File: src/rtl/ssw_pkg.sv
// Purpose: shared constants for the serial slave with watchdog control
// Assumes: 40 MHz system clock, 8-bit serial registers, 5-bit addresses
// Notes:   all offsets, field positions, reset values and counts live here
package ssw_pkg;
    // register addresses
    localparam logic [4:0] ADDR_WDOG  = 5'h00;
    localparam logic [4:0] ADDR_CTRL0 = 5'h01;
    localparam logic [4:0] ADDR_CTRL1 = 5'h02;
    localparam logic [4:0] ADDR_CTRL2 = 5'h03;
    localparam logic [4:0] ADDR_STAT0 = 5'h04;
    // field positions
    localparam int WD_EN_BIT    = 7;
    localparam int WD_SEL_MSB   = 6;
    localparam int WD_SEL_LSB   = 3;
    localparam int SLEEP_BIT    = 6;
    localparam int STAT_PAR_BIT = 7;
    localparam int CMD_OP_BIT   = 7;
    // reset values
    localparam logic [7:0] REG_RESET = 8'h00;
    // packet geometry
    localparam logic [4:0] PACKET_BITS = 5'h10;
    localparam logic [2:0] LAST_BIT    = 3'h7;
    // clock and timing
    localparam int CLK_HZ          = 40_000_000;
    localparam int CLK_NS          = 25;
    localparam int TICK_MS         = 1;
    localparam int TICK_CYC        = CLK_HZ / 1000 * TICK_MS;
    localparam int TIMEOUT_STEP_MS = 32;
    localparam int TIMEOUT_MAX_MS  = 512;
    localparam int HARD_MIN_NS     = 1000;
    localparam int HARD_MIN_CYC    = (HARD_MIN_NS + CLK_NS - 1) / CLK_NS;
    localparam int EARLY_MS        = 4;
    localparam int PULSE_MS        = 2;
    // serial byte phase
    typedef enum logic {SSW_CMD, SSW_DATA} ssw_phase_t;
    // watchdog states
    typedef enum logic [1:0] {WD_IDLE, WD_RUN, WD_FIRE} ssw_wd_state_t;
endpackage

File: src/rtl/ssw_wdog_if.sv
// Purpose: carrier between serial front end and watchdog timer
// Assumes: all signals on the system clock
// Notes:   kick and disarm are one-cycle pulses on a committed write
`timescale 1ns/1ps
interface ssw_wdog_if;
    logic       tick;      // one millisecond enable
    logic       sleep;     // freezes the count
    logic       kick;      // enable written as one
    logic       disarm;    // enable written as zero
    logic [3:0] sel;       // timeout select
    logic       fire;      // pulse when the dog bites
    logic       reset_act; // host reset pulse level
    modport ctl (output tick, sleep, kick, disarm, sel,
                 input fire, reset_act);
    modport dog (input tick, sleep, kick, disarm, sel,
                 output fire, reset_act);
endinterface

File: src/rtl/ssw_wdog.sv
// Purpose: watchdog timer counting millisecond ticks
// Assumes: synchronous active-high reset already merged with hard reset
// Notes:   count is in ms; timeout is 32 ms per select step plus one
`timescale 1ns/1ps
module ssw_wdog #(
    parameter int EARLY_LIM_MS = ssw_pkg::EARLY_MS,
    parameter int PULSE_LEN_MS = ssw_pkg::PULSE_MS
) (
    // clock and reset
    input  wire logic i_clk_sys,
    input  wire logic i_rst,
    // control side
    ssw_wdog_if.dog   wd
);
    import ssw_pkg::*;

    localparam logic [9:0] EARLY_LIM = 10'(EARLY_LIM_MS);
    localparam logic [9:0] PULSE_LEN = 10'(PULSE_LEN_MS);
    localparam logic [9:0] STEP_MS   = 10'(TIMEOUT_STEP_MS);

    ssw_wd_state_t state_reg, state_next; // timer state
    logic [9:0]    cnt_reg, cnt_next;     // elapsed ms
    logic [9:0]    limit;                 // timeout in ms
    logic          fire_c;

    // timeout table: (sel + 1) * 32 ms, 32 up to 512
    assign limit = 10'(({6'h00, wd.sel} + 10'h001) * STEP_MS);

    // next-state of the timer
    always_comb begin
        state_next = state_reg;
        cnt_next   = cnt_reg;
        fire_c     = 1'b0;
        case (state_reg)
            WD_IDLE: begin
                if (wd.kick) begin
                    state_next = WD_RUN;
                    cnt_next   = 10'h000;
                end
            end
            WD_RUN: begin
                if (wd.disarm) begin
                    state_next = WD_IDLE;
                    cnt_next   = 10'h000;
                end else if (wd.kick) begin
                    cnt_next = 10'h000;
                    // too early a kick bites as hard as a missed one
                    if (cnt_reg < EARLY_LIM) begin
                        state_next = WD_FIRE;
                        fire_c     = 1'b1;
                    end
                end else if (wd.tick && !wd.sleep) begin
                    if (cnt_reg + 10'h001 >= limit) begin
                        state_next = WD_FIRE;
                        cnt_next   = 10'h000;
                        fire_c     = 1'b1;
                    end else begin
                        cnt_next = cnt_reg + 10'h001;
                    end
                end
            end
            default: begin
                // reset pulse length in ticks; host must re-enable after
                if (wd.tick) begin
                    if (cnt_reg + 10'h001 >= PULSE_LEN) begin
                        state_next = WD_IDLE;
                        cnt_next   = 10'h000;
                    end else begin
                        cnt_next = cnt_reg + 10'h001;
                    end
                end
            end
        endcase
    end

    // timer registers
    always_ff @(posedge i_clk_sys) begin
        if (i_rst) begin
            state_reg <= WD_IDLE;
            cnt_reg   <= 10'h000;
        end else begin
            state_reg <= state_next;
            cnt_reg   <= cnt_next;
        end
    end

    assign wd.fire      = fire_c;
    assign wd.reset_act = (state_reg == WD_FIRE);

    a_dog_starts: assert property (
        @(posedge i_clk_sys) disable iff (i_rst)
        (state_reg == WD_IDLE && wd.kick)
        |=> (state_reg == WD_RUN && cnt_reg == 10'h000))
        else $error("watchdog did not start on enable");
    a_dog_timeout: assert property (
        @(posedge i_clk_sys) disable iff (i_rst)
        (state_reg == WD_RUN && !wd.kick && !wd.disarm && wd.tick
         && !wd.sleep && cnt_reg + 10'h001 == limit)
        |=> wd.reset_act)
        else $error("watchdog missed its timeout");
    a_dog_early: assert property (
        @(posedge i_clk_sys) disable iff (i_rst)
        (state_reg == WD_RUN && !wd.disarm && wd.kick
         && cnt_reg < EARLY_LIM) |=> wd.reset_act)
        else $error("early kick did not bite");
    a_dog_sleep: assert property (
        @(posedge i_clk_sys) disable iff (i_rst)
        (state_reg == WD_RUN && wd.sleep && !wd.kick && !wd.disarm)
        |=> $stable(cnt_reg))
        else $error("watchdog counted during sleep");
endmodule

File: src/rtl/ssw_top.sv
// Purpose: serial register slave with watchdog, hard reset and sleep
// Assumes: serial pins asynchronous, sampled by 40 MHz system clock
// Notes:   serial clock period must exceed about six system clocks
// Summary of operation
// - enable write starts or restarts watchdog count
// - early or missing kick pulses host reset
// - watchdog bite sets warm boot flag
// - enable written zero clears warm boot flag
// - timeout is 32 ms times select plus one
// - held hard reset clears all registers but the pin synchronisers
// - hard reset disarms watchdog, no host reset
// - sleep floats drivers, keeps registers and serial
// - watchdog count freezes during sleep
// - sleep ends on zero write, host waits
// - slave only; output floats when unselected
// - out on falling, in on rising edge
// - msb first; command then data byte
// - top command bit: zero read, one write
// - read-only writes ignored; read followed by command
// - status bit seven is even parity
// - write commits at select rise, sixteen clocks
// - select rise after status read clears latches
// - status and fault refresh only when deselected
// - output buffer loads last address each byte
// - sleep bit is bit six at 03h
`timescale 1ns/1ps
module ssw_top #(
    parameter int TICK_CYCLES  = ssw_pkg::TICK_CYC,
    parameter int EARLY_LIM_MS = ssw_pkg::EARLY_MS,
    parameter int PULSE_LEN_MS = ssw_pkg::PULSE_MS
) (
    // clock and reset
    input  wire logic       i_clk_sys,
    input  wire logic       i_nrst,
    // serial link
    input  wire logic       i_select_n,
    input  wire logic       i_sck,
    input  wire logic       i_serial_in,
    output wire logic       o_serial_out,
    output wire logic       o_serial_out_oe,
    // hard reset pin
    input  wire logic       i_hard_reset_in,
    // open-drain host reset
    output wire logic       o_host_reset_out_n,
    output wire logic       o_host_reset_oe,
    // fault status
    input  wire logic [5:0] i_fault_flags,
    output wire logic       o_fault_out_n,
    // control outputs
    output wire logic [7:0] o_step_ctrl,
    output wire logic [7:0] o_drive_ctrl,
    output wire logic [7:0] o_motor_ctrl,
    output wire logic       o_drivers_hiz
);
    import ssw_pkg::*;

    localparam int TICK_W = $clog2(TICK_CYCLES + 1);
    localparam logic [TICK_W-1:0] TICK_LAST = TICK_W'(TICK_CYCLES - 1);
    localparam logic [7:0] HARD_CNT = 8'(HARD_MIN_CYC);

    ssw_wdog_if wd ();

    // pin synchronisers: stage 1 read only by stage 2
    logic [1:0] sck_s_reg, sck_s_next;
    logic [1:0] sel_s_reg, sel_s_next;
    logic [1:0] din_s_reg, din_s_next;
    logic [1:0] hr_s_reg, hr_s_next;
    logic       sck_p_reg, sck_p_next;   // delayed clock for edges
    logic       sel_p_reg, sel_p_next;   // delayed select for edges
    logic [7:0] hr_cnt_reg, hr_cnt_next; // hard reset hold count
    logic       hard_reg, hard_next;     // hard reset in force
    logic       sys_rst;                 // merged internal reset
    logic       sck_rise, sck_fall, sel_rise, sel_high;

    // serial engine
    ssw_phase_t phase_reg, phase_next;
    logic [4:0] bit_cnt_reg, bit_cnt_next;   // rising edges, saturating
    logic [2:0] fall_cnt_reg, fall_cnt_next; // falling edges in byte
    logic [7:0] rx_reg, rx_next;             // input shifter
    logic [7:0] tx_reg, tx_next;             // output shift buffer
    logic [4:0] addr_reg, addr_next;         // last address received
    logic       wr_op_reg, wr_op_next;       // packet is a write
    logic [7:0] wr_dat_reg, wr_dat_next;     // pending write data
    logic       clr_arm_reg, clr_arm_next;   // status read just ended
    logic [7:0] rx_byte, rd_data;
    logic       byte_done, commit, clear_lat;

    // register bank and status
    logic [7:0] wdog_reg, wdog_next;
    logic [7:0] ctrl0_reg, ctrl0_next;
    logic [7:0] ctrl1_reg, ctrl1_next;
    logic [7:0] ctrl2_reg, ctrl2_next;
    logic       warm_reg, warm_next;     // warm boot flag
    logic [5:0] lat_reg, lat_next;       // latched faults
    logic       fault_n_reg, fault_n_next;
    logic [TICK_W-1:0] tick_reg, tick_next; // ms divider
    logic [6:0] stat_low;

    // synchroniser and hard reset qualification
    always_comb begin
        sck_s_next  = {sck_s_reg[0], i_sck};
        sel_s_next  = {sel_s_reg[0], i_select_n};
        din_s_next  = {din_s_reg[0], i_serial_in};
        hr_s_next   = {hr_s_reg[0], i_hard_reset_in};
        sck_p_next  = sck_s_reg[1];
        sel_p_next  = sel_s_reg[1];
        hr_cnt_next = 8'h00;
        hard_next   = 1'b0;
        // reset only after the pin has stood high its least time
        if (hr_s_reg[1]) begin
            hard_next   = hard_reg || (hr_cnt_reg >= HARD_CNT - 8'h01);
            hr_cnt_next = (hr_cnt_reg == 8'hff) ? hr_cnt_reg
                          : hr_cnt_reg + 8'h01;
        end
    end

    // synchroniser registers
    always_ff @(posedge i_clk_sys) begin
        if (!i_nrst) begin
            sck_s_reg  <= 2'h0;
            sel_s_reg  <= 2'h3;
            din_s_reg  <= 2'h0;
            hr_s_reg   <= 2'h0;
            sck_p_reg  <= 1'b0;
            sel_p_reg  <= 1'b1;
            hr_cnt_reg <= 8'h00;
            hard_reg   <= 1'b0;
        end else begin
            sck_s_reg  <= sck_s_next;
            sel_s_reg  <= sel_s_next;
            din_s_reg  <= din_s_next;
            hr_s_reg   <= hr_s_next;
            sck_p_reg  <= sck_p_next;
            sel_p_reg  <= sel_p_next;
            hr_cnt_reg <= hr_cnt_next;
            hard_reg   <= hard_next;
        end
    end

    assign sys_rst  = !i_nrst || hard_reg;
    assign sel_high = sel_s_reg[1];
    assign sck_rise = !sel_high && sck_s_reg[1] && !sck_p_reg;
    assign sck_fall = !sel_high && !sck_s_reg[1] && sck_p_reg;
    assign sel_rise = sel_high && !sel_p_reg;
    assign rx_byte  = {rx_reg[6:0], din_s_reg[1]};
    assign byte_done = sck_rise && (bit_cnt_reg[2:0] == LAST_BIT);
    assign commit   = sel_rise && wr_op_reg
                      && (bit_cnt_reg == PACKET_BITS);
    assign clear_lat = sel_rise && clr_arm_reg;

    // read mux; parity over the low seven status bits
    assign stat_low = {warm_reg, lat_reg};
    always_comb begin
        if (addr_reg == ADDR_WDOG) begin
            rd_data = wdog_reg;
        end else if (addr_reg == ADDR_CTRL0) begin
            rd_data = ctrl0_reg;
        end else if (addr_reg == ADDR_CTRL1) begin
            rd_data = ctrl1_reg;
        end else if (addr_reg == ADDR_CTRL2) begin
            rd_data = ctrl2_reg;
        end else if (addr_reg == ADDR_STAT0) begin
            rd_data = {^stat_low, stat_low};
        end else begin
            rd_data = 8'h00;
        end
    end

    // serial engine next values
    always_comb begin
        phase_next    = phase_reg;
        bit_cnt_next  = bit_cnt_reg;
        fall_cnt_next = fall_cnt_reg;
        rx_next       = rx_reg;
        tx_next       = tx_reg;
        addr_next     = addr_reg;
        wr_op_next    = wr_op_reg;
        wr_dat_next   = wr_dat_reg;
        clr_arm_next  = clr_arm_reg;
        if (sel_high) begin
            // a new packet always opens with a command byte
            phase_next    = SSW_CMD;
            bit_cnt_next  = 5'h00;
            fall_cnt_next = 3'h0;
            wr_op_next    = 1'b0;
            clr_arm_next  = 1'b0;
        end else begin
            if (sck_rise) begin
                rx_next = rx_byte;
                if (bit_cnt_reg != 5'h1f) begin
                    bit_cnt_next = bit_cnt_reg + 5'h01;
                end
            end
            if (byte_done) begin
                clr_arm_next = 1'b0;
                if (phase_reg == SSW_CMD) begin
                    addr_next = rx_byte[4:0];
                    if (rx_byte[CMD_OP_BIT]) begin
                        wr_op_next = 1'b1;
                        phase_next = SSW_DATA;
                    end else begin
                        // any later byte is decoded afresh
                        clr_arm_next = (rx_byte[4:0] == ADDR_STAT0);
                    end
                end else begin
                    wr_dat_next = rx_byte;
                    phase_next  = SSW_CMD;
                end
            end
            if (sck_fall) begin
                fall_cnt_next = fall_cnt_reg + 3'h1;
                // late load: first byte of a packet may show stale data
                if (fall_cnt_reg == LAST_BIT) begin
                    tx_next = rd_data;
                end else begin
                    tx_next = {tx_reg[6:0], 1'b0};
                end
            end
        end
    end

    // serial engine registers; address left as reset value
    always_ff @(posedge i_clk_sys) begin
        if (sys_rst) begin
            phase_reg    <= SSW_CMD;
            bit_cnt_reg  <= 5'h00;
            fall_cnt_reg <= 3'h0;
            rx_reg       <= REG_RESET;
            tx_reg       <= REG_RESET;
            addr_reg     <= ADDR_WDOG;
            wr_op_reg    <= 1'b0;
            wr_dat_reg   <= REG_RESET;
            clr_arm_reg  <= 1'b0;
        end else begin
            phase_reg    <= phase_next;
            bit_cnt_reg  <= bit_cnt_next;
            fall_cnt_reg <= fall_cnt_next;
            rx_reg       <= rx_next;
            tx_reg       <= tx_next;
            addr_reg     <= addr_next;
            wr_op_reg    <= wr_op_next;
            wr_dat_reg   <= wr_dat_next;
            clr_arm_reg  <= clr_arm_next;
        end
    end

    // register bank, status latches and ms divider
    always_comb begin
        wdog_next    = wdog_reg;
        ctrl0_next   = ctrl0_reg;
        ctrl1_next   = ctrl1_reg;
        ctrl2_next   = ctrl2_reg;
        warm_next    = warm_reg;
        lat_next     = lat_reg;
        fault_n_next = fault_n_reg;
        tick_next    = tick_reg;
        // divider stops in sleep, as the core clocks do
        if (!ctrl2_reg[SLEEP_BIT]) begin
            tick_next = (tick_reg == TICK_LAST) ? '0
                        : tick_reg + TICK_W'(1);
        end
        if (commit) begin
            // status address and unmapped ones are read only
            if (addr_reg == ADDR_WDOG) begin
                wdog_next = wr_dat_reg;
                if (!wr_dat_reg[WD_EN_BIT]) begin
                    warm_next = 1'b0;
                end
            end else if (addr_reg == ADDR_CTRL0) begin
                ctrl0_next = wr_dat_reg;
            end else if (addr_reg == ADDR_CTRL1) begin
                ctrl1_next = wr_dat_reg;
            end else if (addr_reg == ADDR_CTRL2) begin
                ctrl2_next = wr_dat_reg;
            end
        end
        if (clear_lat) begin
            lat_next = 6'h00;
        end
        // new events win over a clear in the same cycle
        if (sel_high) begin
            lat_next     = lat_next | i_fault_flags;
            fault_n_next = ~|lat_reg;
        end
        if (wd.fire) begin
            warm_next = 1'b1;
        end
    end

    // register bank registers
    always_ff @(posedge i_clk_sys) begin
        if (sys_rst) begin
            wdog_reg    <= REG_RESET;
            ctrl0_reg   <= REG_RESET;
            ctrl1_reg   <= REG_RESET;
            ctrl2_reg   <= REG_RESET;
            warm_reg    <= 1'b0;
            lat_reg     <= 6'h00;
            fault_n_reg <= 1'b1;
            tick_reg    <= '0;
        end else begin
            wdog_reg    <= wdog_next;
            ctrl0_reg   <= ctrl0_next;
            ctrl1_reg   <= ctrl1_next;
            ctrl2_reg   <= ctrl2_next;
            warm_reg    <= warm_next;
            lat_reg     <= lat_next;
            fault_n_reg <= fault_n_next;
            tick_reg    <= tick_next;
        end
    end

    // watchdog hookup
    assign wd.tick   = !ctrl2_reg[SLEEP_BIT] && (tick_reg == TICK_LAST);
    assign wd.sleep  = ctrl2_reg[SLEEP_BIT];
    assign wd.kick   = commit && (addr_reg == ADDR_WDOG)
                       && wr_dat_reg[WD_EN_BIT];
    assign wd.disarm = commit && (addr_reg == ADDR_WDOG)
                       && !wr_dat_reg[WD_EN_BIT];
    assign wd.sel    = wdog_reg[WD_SEL_MSB:WD_SEL_LSB];

    ssw_wdog #(
        .EARLY_LIM_MS (EARLY_LIM_MS),
        .PULSE_LEN_MS (PULSE_LEN_MS)
    ) u_wdog (
        .i_clk_sys (i_clk_sys),
        .i_rst     (sys_rst),
        .wd        (wd)
    );

    // outputs
    assign o_serial_out       = tx_reg[7];
    assign o_serial_out_oe    = !sel_high;
    assign o_host_reset_out_n = 1'b0;
    assign o_host_reset_oe    = wd.reset_act;
    assign o_fault_out_n      = fault_n_reg;
    assign o_step_ctrl        = ctrl0_reg;
    assign o_drive_ctrl       = ctrl1_reg;
    assign o_motor_ctrl       = ctrl2_reg;
    assign o_drivers_hiz      = ctrl2_reg[SLEEP_BIT];

    a_hard_clears: assert property (
        @(posedge i_clk_sys) hard_reg |=> (ctrl2_reg == REG_RESET
        && wdog_reg == REG_RESET && !warm_reg && !o_host_reset_oe))
        else $error("hard reset left state behind");
    a_short_packet: assert property (
        @(posedge i_clk_sys) disable iff (sys_rst)
        (sel_rise && bit_cnt_reg != PACKET_BITS)
        |=> $stable(wdog_reg) && $stable(ctrl0_reg) && $stable(ctrl2_reg))
        else $error("bad-length packet was committed");
    a_write_lands: assert property (
        @(posedge i_clk_sys) disable iff (sys_rst)
        (commit && addr_reg == ADDR_CTRL0) |=> ctrl0_reg == $past(wr_dat_reg))
        else $error("committed write did not land");
    a_status_hold: assert property (
        @(posedge i_clk_sys) disable iff (sys_rst)
        !sel_high |=> $stable(fault_n_reg))
        else $error("fault output moved while selected");
    a_stat_parity: assert property (
        @(posedge i_clk_sys) disable iff (sys_rst)
        (sck_fall && fall_cnt_reg == LAST_BIT && addr_reg == ADDR_STAT0)
        |=> ^tx_reg == 1'b0)
        else $error("status byte parity wrong");
    a_warm_set: assert property (
        @(posedge i_clk_sys) disable iff (sys_rst)
        wd.fire |=> warm_reg ##1 o_host_reset_oe)
        else $error("bite not recorded");
    a_out_float: assert property (
        @(posedge i_clk_sys) disable iff (sys_rst)
        $past(i_select_n, 2) |-> !o_serial_out_oe)
        else $error("serial out driven while deselected");
endmodule

File: config.mk
export PLATFORM = sky130hd
export DESIGN_NAME = ssw_top
export DESIGN_NICKNAME = d
export VERILOG_FILES = /design/src/rtl/ssw_pkg.sv /design/src/rtl/ssw_wdog_if.sv /design/src/rtl/ssw_wdog.sv /design/src/rtl/ssw_top.sv
export SDC_FILE = /design/constraint.sdc
export NUM_CORES = 1
export LEC_CHECK = 0
export BUFFER_PORTS_ARGS = -buffer_cell sky130_fd_sc_hd__buf_4
export CORE_ASPECT_RATIO = 0.9
export CORE_MARGIN = 2
export CORE_UTILIZATION = 25
export CTS_CLUSTER_DIAMETER = 150
export DETAILED_ROUTE_END_ITERATION = 12
export HOLD_SLACK_MARGIN = 0.12
export RECOVER_POWER = 50
export SLEW_MARGIN = 30
export SYNTH_ARGS = -nofsm -noshare
export SYNTH_HDL_FRONTEND = slang
export SYNTH_HIERARCHICAL = 1
export SYNTH_SLANG_ARGS = --single-unit
File: constraint.sdc
create_clock -name i_clk_sys -period 3 [get_ports i_clk_sys]
set_clock_uncertainty 0.05 [all_clocks]
set_input_delay 0.15 -clock i_clk_sys [delete_from_list [all_inputs] [get_ports i_clk_sys]]
set_output_delay 0.15 -clock i_clk_sys [all_outputs]
set_load 0.1 [all_outputs]
==> summary.md <==
| Metric | Value |
|---|---|
| Asr flop ratio synth | 0 |
| Area delta synth->final | 22.1% |
| Synth Area in Compound Gates | 0.135 |
| Total track usage | 0.123 |
| Routed Antenna Nets | 0 |
| Final Hold Fails | 0 |
| Sequential area share after synthesis | 0.419 |
| CP Cell Sequence | ha_2 > nand2_1 > o21a_1 > or2_2 > ha_1 > a21o_1 > a21oi_1 > nand4_1 > a31oi_2 > buf_4 > nand3_1 > a31oi_1 |
| Post-Synth Adder-Cell Area | 0.0374 |
| Finished Cell Area | 7360 sq um |
| R2r startpoint | u_wdog/cnt_reg[0]$_SDFFE_PP0P_ |
| N_diodes | 0 |
| WL final | 14.9 mm |
| Cell area after synthesis | 6030 sq um |
| Final Power | 3970 uW |
| Critical path's slowest cell | dfxtp_2 |
| Routability Congestion | 0.805 |
| Grt total ovfl | 0 |
| Clock slew at reported path FFs | 60 ps |
| Full die area | 25400 sq um |
| Share of cells above drive strength 1 | 0.112 |
| Fmax | 360 MHz |
| PD cells | 539 nW/um^2 |
| # rows | 53 |
| Worst-margin pin slew | 1240 ps |
| Main combinational cell family by area after synthesis | simple AND/OR/NAND/NOR gates |
| Buffers inserted by post-CTS timing repair | 0 |
| Synth Instances | 695 |
| Simple-gate area share of the yosys netlist | 0.241 |
| Mean number of vias per cell | 4.71 |
| Core area | 23500 sq um |
| First-pass GRT wire length | 24.6 mm |
| Remaining DRCs | 0 |
| Cell variety after synth | 66 |
| Clock insertion delay at the later pin of the skew report | 420 ps |
| Post-synth EDFFs | 0 |
| Final Setup Violations | 0 |
| Root Driver | clkbuf_16 |
| Unrepaired setup endpoints after global routing | no |
| Vias in the first global route | 4729 |
| Worst setup SP type | register |
| Average size of a mapped cell | 8.67 sq um |
| Xor-xnor portion of the synthesized cell area | 0.0392 |
| Final period util | 0.925 |
| Lkg Pwr | 0.00264 uW |
| Synth Register Bits | 126 |
| TritonCTS clock tree | done |
| Via Count | 5046 |
| Initial antenna violation count | 0 |
| TritonCTS buffer count | 17 |
| Primary FF master, synth | dfxtp_1 |
| Crit path from | u_wdog/cnt_reg[0]$_SDFFE_PP0P_ |
| Max reg flops | 16 |
| Die X | 168 um |
| CP Buf/Inv Count | 1 |
| HP Class | register to register |
| Slew margin rel. | 0.176 |
| Hold slack | 358 ps |
| Io pins | 42 |
| Clock Sinks | 126 |
| Peak fanout along the critical path | 11 |
| Crit path kind | register to register |
| Max-slew violations | 0 |
| Max Cap Viol | 0 |
| Initial core utilization | 0.256 |
| Clock Tree Buf Depth | 2 |
| Post-layout nets | 786 |
| Multiplexer share of the synthesized area | 0.0864 |
| Critical Path AT | 3060 ps |
| Max VDD drop | 0.000325 V |
| Routed len/inst | 13.9 um |
| Port bufs | 40 |
| Initial DRC Count | 193 |
| Largest stage delay, worst path | 390 ps |
| Post-DP HPWL | 10.6 mm |
| Syn nets | 725 |
| Fin crit period | 2780 ps |
| H-tree Lvls | 4 |
| Crit path required time | 3280 ps |
| Syn. warnings | 6 |
| Area after DPL | 6710 sq um |
| CP Capture Type | register |
| Largest net degree at the start of global routing | 46 |
| CP top delay family | compound AO/OA/AOI/OAI gates |
| 1st-pass router iterations | 5 |
| Hold path start | sel_s_reg[0]$_SDFF_PN1_ |
| Outcome | complete, no violations |
| Die height | 151 um |
| TNS Setup | 0 ps |
==> per-stage QoR <==
| step | cells | utilization | setup slack [ps] |
|---|---|---|---|
| after global routing | 1071 | 0.313 | 10.2 |
| after detailed placement | 1024 | 0.285 | 153 |
| after floorplan | 695 | - | 193 |
| after global placement | 1024 | 0.285 | 212 |
| final | 1071 | 0.313 | 224 |
| after CTS | 1071 | 0.317 | 141 |
==> cells in the final DEF, fill, tap and decap left out, drive strengths merged, types with 4 or more instances in the layout <==
cell type / Yosys / layout
a211oi: 4 / 4
a21oi: 36 / 36
a221oi: 6 / 6
a22oi: 15 / 15
a31oi: 5 / 5
and2: 9 / 9
and3: 5 / 5
buf: 10 / 24
clkbuf: 20 / 51
clkinv: 1 / 6
dfxtp: 126 / 126
dlygate4sd3: 0 / 15
ha: 18 / 18
inv: 29 / 32
mux2i: 52 / 52
nand2: 51 / 51
nand2b: 6 / 6
nand3: 24 / 24
nand4: 13 / 13
nor2: 114 / 114
nor2b: 7 / 7
nor3: 19 / 19
nor4: 11 / 11
o211ai: 10 / 10
o21ai: 24 / 24
or2: 6 / 6
or3: 5 / 5
xnor2: 17 / 17
xor2: 10 / 10
==> kinds of logic after synthesis <==
| group | after synthesis |
|---|---|
| and+or+nand+nor | 290 |
| DFF | 126 |
| AOI/OAI and AO/OA | 121 |
| buffers and inverters | 60 |
| muxes | 52 |
| xor gates and xnor gates | 27 |
| adders and majority gates | 18 |
| other | 1 |
==> cell type report <==
type | instances | area, sq um
fill | 2470 | 16200
multi-input combinational | 509 | 3280
sequential | 126 | 2530
timing repair buffer | 72 | 459
clock buffer | 18 | 429
tap | 302 | 378
clock inverter | 14 | 168
inverter | 30 | 113
==> routing by layer <==
layer  vias to the layer above  GRT usage  wire, um
li1                       2577          -         -
met1                      2357      0.164      7190
met2                        97      0.186      6620
met3                        15     0.0374       787
met4                         0     0.0483       262
met5                         -          0         0
==> synth_stat cells (all sizes together) (7+ instances only) <==
library cell	n	area, sq um
xnor2	17	149
a21oi	36	180
nand4	13	81.3
and2	9	56.3
inv	29	109
ha	18	225
clkbuf	20	76.3
xor2	10	87.6
nand3	24	125
buf	10	62.6
mux2i	52	521
nor3	19	95.1
nor2	114	428
nand2	51	191
nor2b	7	43.8
a22oi	15	113
nor4	11	98.8
o21ai	24	120
o211ai	10	75.1
dfxtp	126	2520
==> where the power goes <==
part	total (uW)	internal (uW)	switching, uW	leakage, uW
logic	170	64.5	106	0.00133
clock network	2090	1310	781	0.000286
registers	1710	1690	16.2	0.00102
==> what timing repair did <==
item                                    4_1_cts  5_1_grt
hold buffers                                 15        0
endpoints found under the hold margin        16        0
endpoints found under the setup margin        0       11
resized for setup                             0       10
==> path summary, 6_finish.rpt <==
kind                                                       end  cells past startpoint  slack [ps]
worst min-delay path                   sel_s_reg[1]$_SDFF_PN1_                      1         360
worst min register to register         sel_s_reg[1]$_SDFF_PN1_                      1         360
worst max-delay path            u_wdog/cnt_reg[3]$_SDFFE_PP0P_                     12         220
worst max register to register  u_wdog/cnt_reg[3]$_SDFFE_PP0P_                     12         220
Note: power is estimated with default switching activity, not from simulation.
